File: src/design/eifl_pkg.sv
// Shared constants and carrier types for the external-interruption failure logic
package eifl_pkg;

    // ***************************************
    // Register port
    // ***************************************
    localparam int unsigned ADDR_W = 8;
    localparam int unsigned DATA_W = 32;

    localparam logic [ADDR_W-1:0] CTRL_OFS   = 8'h00;
    localparam logic [ADDR_W-1:0] CONFIG_OFS = 8'h04;
    localparam logic [ADDR_W-1:0] FRR_OFS    = 8'h08;
    localparam logic [ADDR_W-1:0] FRM_OFS    = 8'h0c;
    localparam logic [ADDR_W-1:0] OLDPSW_OFS = 8'h10;
    localparam logic [ADDR_W-1:0] PEND_OFS   = 8'h14;

    // ***************************************
    // Interruption code layout
    // ***************************************
    localparam int unsigned CODE_W       = 12;
    localparam int unsigned CODE_PSW_LSB = 20;
    localparam int unsigned NUM_DIRECT   = 8;
    localparam int unsigned PIR_W        = 3;
    localparam int unsigned PAIR_BITS    = 6;
    localparam int unsigned NORMAL_W     = NUM_DIRECT + 2;

    // ***************************************
    // Element states and reset values
    // ***************************************
    localparam logic [1:0] STATE_ZERO  = 2'h0;
    localparam logic [1:0] STATE_THREE = 2'h3;
    localparam logic [3:0] CTRL_RESET  = 4'h0;
    localparam logic [18:0] CFG_RESET  = 19'h00000;
    localparam logic [CODE_W-1:0] CODE_RESET = 12'h000;

    typedef struct packed {
        logic       test_switch;
        logic [1:0] elem_state;
        logic       ext_mask;
    } eifl_ctrl_type;

    typedef struct packed {
        logic [PIR_W-1:0]      io_accept;
        logic [7:0]            set_configuration_instruction_accept;
        logic [NUM_DIRECT-1:0] direct_accept;
    } eifl_config_type;

    // Index k of the code is status word bit 20+k
    typedef struct packed {
        logic                  frr_ind;
        logic                  io_processor_interrupt_register;
        logic                  timer;
        logic                  key;
        logic [NUM_DIRECT-1:0] direct;
    } eifl_code_type;

endpackage : eifl_pkg

File: src/design/eifl_top.sv
// External-interruption logic with failure request register and masks
//
// Operation
// RULE1: Taken interruption records 12-bit source code
// RULE2: Normal interruptions leave failure indicator clear
// RULE3: Mask bit 7 clear holds everything pending
// RULE4: Configured element check forces interrupt past mask
// RULE5: Forced element checks ignore failure mask bits
// RULE6: Many pending failures yield a single interruption
// RULE7: Each request bit is a single sticky flag
// RULE8: Direct communication bits gated by configuration, test
// RULE9: Key and timer bits set regardless of configuration
// RULE10: Code bit 30 from gated three-position register
// RULE11: Failure request sets its element's bit
// RULE12: Unmasked set bit with bit 7 interrupts
// RULE13: Failure indicator set when interruption taken
// RULE14: Diagnose read returns whole register, clears it
// RULE15: Pulse source stays cleared until recurring
// RULE16: Level source sets again after each read
// RULE17: No new sets land during the read
// RULE18: Failure mask written only by diagnose write
// RULE19: Zero mask bit blocks request except forced checks
// RULE20: Encoded element pairs share one even mask bit
// RULE21: Width, assignments, pulse or level are parameters
//
// The implementer's own choices: the register addresses and the strobed register port.
`timescale 1ns/100ps
module eifl_top
    import eifl_pkg::*;
#(
    parameter int unsigned     FRR_W         = 16,
    parameter int unsigned     ELC_BASE      = 6,
    parameter int unsigned     NUM_CE        = 4,
    parameter logic [31:0]     FRR_LEVEL_SRC = 32'h0000_0000
) (
    input  wire logic              clk_i,
    input  wire logic              reset_n_i,
    input  wire logic [ADDR_W-1:0] addr_i,
    input  wire logic [DATA_W-1:0] wr_data_i,
    input  wire logic              wr_i,
    input  wire logic              rd_i,
    output logic      [DATA_W-1:0] rd_data_o,
    input  wire logic [NUM_DIRECT-1:0] direct_req_i,
    input  wire logic              key_req_i,
    input  wire logic              timer_req_i,
    input  wire logic [PIR_W-1:0]  pir_req_i,
    input  wire logic [FRR_W-1:0]  fail_req_i,
    input  wire logic              instr_done_i,
    output logic                   ext_int_take_o,
    output logic      [CODE_W-1:0] old_psw_code_o
);

    // ***************************************
    // Elaboration checks
    // ***************************************
    if (FRR_W < PAIR_BITS || FRR_W > DATA_W) begin : g_bad_width
        $error("failure register width out of range");
    end
    if (ELC_BASE < PAIR_BITS || ELC_BASE + NUM_CE > FRR_W || NUM_CE > 8 || NUM_CE < 1) begin : g_bad_elc
        $error("element check positions do not fit");
    end

    localparam int unsigned ASYNC_W = FRR_W + PIR_W + 2 + NUM_DIRECT;
    localparam logic [FRR_W-1:0] LVL_MASK = FRR_LEVEL_SRC[FRR_W-1:0];

    // ***************************************
    // Input synchronisers
    // ***************************************
    logic [ASYNC_W-1:0] async_in;
    logic [ASYNC_W-1:0] sync_a;
    logic [ASYNC_W-1:0] sync_b;
    logic [ASYNC_W-1:0] sync_prev;
    wire  [ASYNC_W-1:0] sync_rise = sync_b & ~sync_prev;

    assign async_in = {fail_req_i, pir_req_i, timer_req_i, key_req_i, direct_req_i};

    always_ff @(posedge clk_i or negedge reset_n_i) begin
        if (!reset_n_i) begin
            sync_a    <= '0;
            sync_b    <= '0;
            sync_prev <= '0;
        end else begin
            sync_a    <= async_in;
            sync_b    <= sync_a;
            sync_prev <= sync_b;
        end
    end

    wire [NUM_DIRECT-1:0] direct_rise = sync_rise[NUM_DIRECT-1:0];
    wire                  key_rise    = sync_rise[NUM_DIRECT];
    wire                  timer_rise  = sync_rise[NUM_DIRECT+1];
    wire [PIR_W-1:0]      pir_rise    = sync_rise[NUM_DIRECT+2 +: PIR_W];
    wire [FRR_W-1:0]      fail_level  = sync_b[ASYNC_W-1 -: FRR_W];
    wire [FRR_W-1:0]      fail_rise   = sync_rise[ASYNC_W-1 -: FRR_W];

    // ***************************************
    // Software registers
    // ***************************************
    eifl_ctrl_type   ctrl;
    eifl_config_type cfg;
    logic [FRR_W-1:0] frm;

    wire wr_ctrl  = wr_i && addr_i == CTRL_OFS;
    wire wr_cfg   = wr_i && addr_i == CONFIG_OFS;
    wire wr_frm   = wr_i && addr_i == FRM_OFS;
    wire frr_rd   = rd_i && addr_i == FRR_OFS;

    always_ff @(posedge clk_i or negedge reset_n_i) begin
        if (!reset_n_i) begin
            ctrl <= eifl_ctrl_type'(CTRL_RESET);
            cfg  <= eifl_config_type'(CFG_RESET);
            frm  <= '0;
        end else begin
            if (wr_ctrl) begin
                ctrl <= eifl_ctrl_type'(wr_data_i[3:0]);
            end
            if (wr_cfg) begin
                cfg <= eifl_config_type'(wr_data_i[18:0]);
            end
            if (wr_frm) begin
                frm <= wr_data_i[FRR_W-1:0];  // see RULE18
            end
        end
    end

    // Element check forcing outside state three, zero only with test off
    wire forced_state = ctrl.elem_state != STATE_THREE &&
                        !(ctrl.elem_state == STATE_ZERO && ctrl.test_switch);  // see RULE4

    // ***************************************
    // Failure request register
    // ***************************************
    logic [FRR_W-1:0] frr;
    logic [FRR_W-1:0] frr_held;
    logic [FRR_W-1:0] frr_set;
    logic [FRR_W-1:0] eff_mask;
    logic [FRR_W-1:0] elc_force;
    logic             frr_taken;

    for (genvar i = 0; i < FRR_W; i++) begin : g_frr
        // Level sources keep setting; pulse sources only on a new edge
        assign frr_set[i] = FRR_LEVEL_SRC[i] ? fail_level[i] : fail_rise[i];  // see RULE15 see RULE16 see RULE21
        if (i < PAIR_BITS) begin : g_pair
            assign eff_mask[i] = frm[(i / 2) * 2];  // see RULE20
        end else begin : g_single
            assign eff_mask[i] = frm[i];  // see RULE19
        end
        if (i >= ELC_BASE && i < ELC_BASE + NUM_CE) begin : g_elc
            assign elc_force[i] = frr[i] & cfg.set_configuration_instruction_accept[i - ELC_BASE] & forced_state;  // see RULE5
        end else begin : g_no_elc
            assign elc_force[i] = 1'b0;
        end
    end

    // Sets that meet a read are held back one cycle instead of lost
    wire [FRR_W-1:0] next_frr      = frr_rd ? '0 : (frr | frr_set | frr_held);  // see RULE7 see RULE11 see RULE14
    wire [FRR_W-1:0] next_frr_held = frr_rd ? (frr_set | frr_held) : '0;  // see RULE17
    wire             frr_new       = |((frr_set | frr_held) & ~frr);

    always_ff @(posedge clk_i or negedge reset_n_i) begin
        if (!reset_n_i) begin
            frr      <= '0;
            frr_held <= '0;
        end else begin
            frr      <= next_frr;
            frr_held <= next_frr_held;
        end
    end

    // One interruption covers all bits set so far; a new bit or a read re-arms
    wire frr_req    = |(frr & eff_mask) && !frr_taken;  // see RULE6 see RULE19
    wire forced_req = |elc_force && !frr_taken;  // see RULE4

    // ***************************************
    // Normal interruption sources
    // ***************************************
    logic [NORMAL_W-1:0] pend;
    logic [PIR_W-1:0]    pir_reg;
    logic                take;

    wire [NUM_DIRECT-1:0] direct_set = direct_rise & cfg.direct_accept &
                                       {NUM_DIRECT{!ctrl.test_switch}};  // see RULE8
    wire [NORMAL_W-1:0]   pend_set   = {timer_rise, key_rise, direct_set};  // see RULE9
    wire [PIR_W-1:0]      pir_set    = pir_rise & cfg.io_accept;  // see RULE10
    wire                  pir_any    = |pir_reg;
    wire                  normal_any = |pend || pir_any;

    // A forced check under a closed mask must not consume normal requests
    wire                take_normal  = take && ctrl.ext_mask;  // see RULE3
    // Arrivals in the take cycle survive the clear
    wire [NORMAL_W-1:0] next_pend    = (take_normal ? '0 : pend) | pend_set;
    wire [PIR_W-1:0]    next_pir_reg = (take_normal ? '0 : pir_reg) | pir_set;

    always_ff @(posedge clk_i or negedge reset_n_i) begin
        if (!reset_n_i) begin
            pend    <= '0;
            pir_reg <= '0;
        end else begin
            pend    <= next_pend;
            pir_reg <= next_pir_reg;
        end
    end

    // ***************************************
    // Taking the interruption
    // ***************************************
    assign take = instr_done_i &&
                  ((ctrl.ext_mask && (normal_any || frr_req)) || forced_req);  // see RULE3 see RULE12

    eifl_code_type take_code;
    assign take_code.frr_ind = frr_req || forced_req;  // see RULE2 see RULE13
    assign take_code.io_processor_interrupt_register     = pir_any && ctrl.ext_mask;
    assign take_code.timer   = pend[NUM_DIRECT+1] && ctrl.ext_mask;
    assign take_code.key     = pend[NUM_DIRECT] && ctrl.ext_mask;
    assign take_code.direct  = pend[NUM_DIRECT-1:0] & {NUM_DIRECT{ctrl.ext_mask}};

    wire next_frr_taken = (take && take_code.frr_ind) ? 1'b1 :
                          (frr_rd || frr_new)         ? 1'b0 : frr_taken;

    always_ff @(posedge clk_i or negedge reset_n_i) begin
        if (!reset_n_i) begin
            frr_taken      <= 1'b0;
            ext_int_take_o <= 1'b0;
            old_psw_code_o <= CODE_RESET;
        end else begin
            frr_taken      <= next_frr_taken;
            ext_int_take_o <= take;
            if (take) begin
                old_psw_code_o <= take_code;  // see RULE1
            end
        end
    end

    // ***************************************
    // Read data
    // ***************************************
    wire [DATA_W-1:0] next_rd_data =
        !rd_i                  ? '0 :
        addr_i == CTRL_OFS     ? DATA_W'(ctrl) :
        addr_i == CONFIG_OFS   ? DATA_W'(cfg) :
        addr_i == FRR_OFS      ? DATA_W'(frr) :
        addr_i == OLDPSW_OFS   ? DATA_W'(old_psw_code_o) :
        addr_i == PEND_OFS     ? DATA_W'({frr_taken, pir_reg, pend}) : '0;

    always_ff @(posedge clk_i or negedge reset_n_i) begin
        if (!reset_n_i) begin
            rd_data_o <= '0;
        end else begin
            rd_data_o <= next_rd_data;
        end
    end
endmodule : eifl_top

File: config.mk
export PLATFORM = sky130hd
export DESIGN_NAME = eifl_top
export DESIGN_NICKNAME = d
export VERILOG_FILES = /design/src/design/eifl_pkg.sv /design/src/design/eifl_top.sv
export SDC_FILE = /design/constraint.sdc
export NUM_CORES = 1
export LEC_CHECK = 0
export ABC_CLOCK_PERIOD_IN_PS = 1700
export BUFFER_PORTS_ARGS = -buffer_cell sky130_fd_sc_hd__buf_2
export CORE_MARGIN = 1
export CORE_UTILIZATION = 50
export DETAILED_ROUTE_END_ITERATION = 10
export GPL_ROUTABILITY_DRIVEN = 0
export PLACE_DENSITY_LB_ADDON = 0.2
export SYNTH_ARGS = -nofsm -noshare
export SYNTH_HDL_FRONTEND = slang
export SYNTH_SLANG_ARGS = --single-unit
File: constraint.sdc
create_clock -name clk_i -period 1.7 [get_ports clk_i]
set_input_delay 0.17 -clock clk_i [delete_from_list [all_inputs] [get_ports clk_i]]
set_output_delay 0.17 -clock clk_i [all_outputs]
set_load 0.02 [all_outputs]
==> impl_metrics.json <==
{
  "grt_pass1_vias": 5233,
  "fill_cells": 1041,
  "grt_usage_pct": 22.97,
  "firstDrtPassIters": 4,
  "coreArea_um2": 14100,
  "port_buffers": 92,
  "fin_crit_sh_pct": 104.9,
  "p_leak_nw": 4.766,
  "dieHeight_um": 122.9,
  "crit_type": "flip-flop to flip-flop",
  "dpl_cell_area_um2": 8348,
  "ys_top_cells_by_count": "201 x dfrtp_1, 47 x nand2_1, 43 x a21oi_1, 42 x inv_1, 30 x nor2_1",
  "async_flop_share_pct": 100.0,
  "fin_setup_tns_ps": -1268,
  "p_switching_mw": 2.744,
  "dp_hpwl_mm": 10.69,
  "min_period_ps": 1783,
  "drv_cap": 0,
  "yosysMostFrequentCell": "dfrtp_1",
  "fmax_mhz": 560.7,
  "rsz0062_at_grt": "yes",
  "violations": "negative setup slack",
  "antenna_cells": 0,
  "dp_slack_ps": -187.1,
  "routedWlPerCell_um": 16.85,
  "internal-power_mw": 8.636,
  "worstHoldPathType": "input pin to flip-flop",
  "vias_per_cell": 5.185,
  "grt_overflow": 0,
  "switching_share_pct": 24.11,
  "synth_area_leaders": "dfrtp_1 69%, mux2_2 4.5%, a21oi_1 2.9%, nand2_1 2.4%, inv_1 2.2%",
  "areaGrowthSynthToFinish_pct": 31.77,
  "final_hold_viol_count": 0,
  "arrival_ps": 2210,
  "crit_required_ps": 2120,
  "yosysTopAreaCell": "dfrtp_1",
  "cp_num_buf_inv": 3,
  "clock-sinks": 201,
  "cts_root_buffer": "clkbuf_16",
  "place_inst": 871,
  "setup_slack_ps": -83.44,
  "largestRegisters": "sync_a (29), sync_b (29), sync_prev (29)",
  "die_w_um": 122.9,
  "syn_inst": 563,
  "synth_top_area_share_pct": 68.78,
  "combPwrFrac_pct": 11.5,
  "avgSynthCellArea_um2": 12.99,
  "drt-initial-drc-count": 279,
  "start_util_pct": 51.88,
  "utilization_pct": 68.37,
  "nNetsFinal": 841,
  "start_kind": "flip-flop",
  "grt_pass1_wl_mm": 26.23,
  "clkPwrFrac_pct": 41.0,
  "p_seq_share_pct": 47.5,
  "cts_tree": "done",
  "drt_wl_total_mm": 16.16,
  "yosysUniqueCellTypes": 41,
  "power.total_mw": 11.38,
  "setup_viol": 19,
  "cp_top_family": "simple AND/OR/NAND/NOR gates",
  "max_stage_delay_ps": 410,
  "synth-seq-area-share_pct": 68.78,
  "ys_ff_latch": 201,
  "outcome": "finished with violations",
  "die-area_um2": 15110,
  "drcViolationCount": 0,
  "cts_buffers": 21,
  "yosysWarnings": 0,
  "cp_max_fo": 4,
  "num_rows": 43,
  "ctsHtreeMaxLevel": 1,
  "slew_violations": 0,
  "power_density_nw_per_um2": 1181,
  "clkSlewWorstSetupHoldPaths_ps": 60,
  "crit_chain": "nor4_4, buf_4, nand4_1, buf_4, nor2_2, a21o_1, buf_6, a21o_1",
  "fin_hold_ws_ps": 44.49,
  "netlist_area_um2": 7313,
  "clk-insertion-delay-late_ps": 500,
  "peakVddDrop_v": 0.0008395,
  "critPathSlowestCell": "dfrtp_1",
  "grt_max_degree": 66,
  "final_layout_size_suffix_gt1_share_pct": 30.55,
  "antenna_found_initial": 0,
  "via_count": 4972,
  "ys.flop_type": "dfrtp_1",
  "crit_path_end_kind": "flip-flop",
  "synth_edf_count": 0,
  "finalNonFillerCells": 959,
  "clockBufferDepth": 3,
  "drtAntennaViolNets": 0,
  "stdcell_area_um2": 9637,
  "final.setup_skew_ps": 19.32,
  "boundaryPins": 119
}
-- layout by cell type, fill, tap and decap left out, types with 3 or more instances in the layout --
cell type and n:
clkbuf_1 3, mux2_2 29, a22oi_2 3, nor3_1 5, nor2_1 29, nor4bb_1 8
nor2b_1 4, nand2_1 46, inv_1 42, bufinv_16 3, buf_12 7, clkbuf_8 5
o22ai_1 5, dfrtp_1 201, a21o_1 11, dlygate4sd3_1 49, a22oi_1 14, buf_4 50
conb_1 13, clkbuf_16 21, a31oi_1 4, mux2i_1 10, a32oi_1 6, and2_1 5
nand3_1 6, o21ai_0 23, buf_6 3, mux2_4 10, a21oi_1 43, buf_2 91
-- cell type report --
type,count,area (um^2),area share (%)
well taps,180,225.2,2.337
flip-flops and latches,201,5030,52.19
clock inverters,7,117.6,1.220
multi-input cells,300,2006,20.81
repair buffers,201,1509,15.66
clock buffers,28,591.8,6.141
inverters,42,157.7,1.636
-- per-layer routing --
| layer | wire, um | GRT usage, % |
|---|---|---|
| met1 | 7121 | 30.85 |
| met2 | 7829 | 38.06 |
| met3 | 829 | 3.967 |
| met4 | 381 | 7.774 |
| met5 | 0 | 0 |
-- repair_timing --
action | in CTS | in global routing
setup endpoints to repair | 22 | 21
gates resized for setup | 10 | 7
hold buffers | 49 | 0
pin swaps | 10 | 12
setup buffers | 3 | 1
hold endpoints to repair | 265 | 0
-- power groups by stage --
stage | registers (mW) | logic, mW | clock network, mW
floorplan | 5.55 | 0.481 | 0
global placement | 5.46 | 1.16 | 0
detailed placement | 5.47 | 1.19 | 0
CTS | 5.40 | 1.31 | 4.76
global route | 5.44 | 1.45 | 4.95
finish | 5.41 | 1.31 | 4.66
-- worst min-delay path, stage by stage --
cell and delay, ps:
buf_2 130, o211ai_1 80, a21o_1 110
-- path summary, 6_finish.rpt --
kind | from | end | slack [ps] | cells past startpoint
worst max-delay path | pend[3]$_DFF_PN0_ | pend[2]$_DFF_PN0_ | -80 | 8
worst min-delay path | instr_done_i | old_psw_code_o[11]$_DFFE_PN0P_ | 40 | 3
worst max register to register | pend[3]$_DFF_PN0_ | pend[2]$_DFF_PN0_ | -80 | 8
worst min register to register | sync_a[20]$_DFF_PN0_ | sync_b[20]$_DFF_PN0_ | 340 | 0
max in group asynchronous | reset_n_i | frr[15]$_DFF_PN0_ | 910 | 3
min in group asynchronous | reset_n_i | sync_prev[17]$_DFF_PN0_ | 160 | 2
-- cells by family (layout without fill, tap and decap cells) --
kind of cell,after synthesis,after routing,synth area share (%)
AOI/OAI and AO/OA,119,119,9.803
buffers and inverters,74,278,5.064
DFF,201,201,68.78
muxes,49,49,7.887
other,1,13,0.05128
and+or+nand+nor,119,119,8.417
No activity file was read; power rests on OpenSTA's default activity.
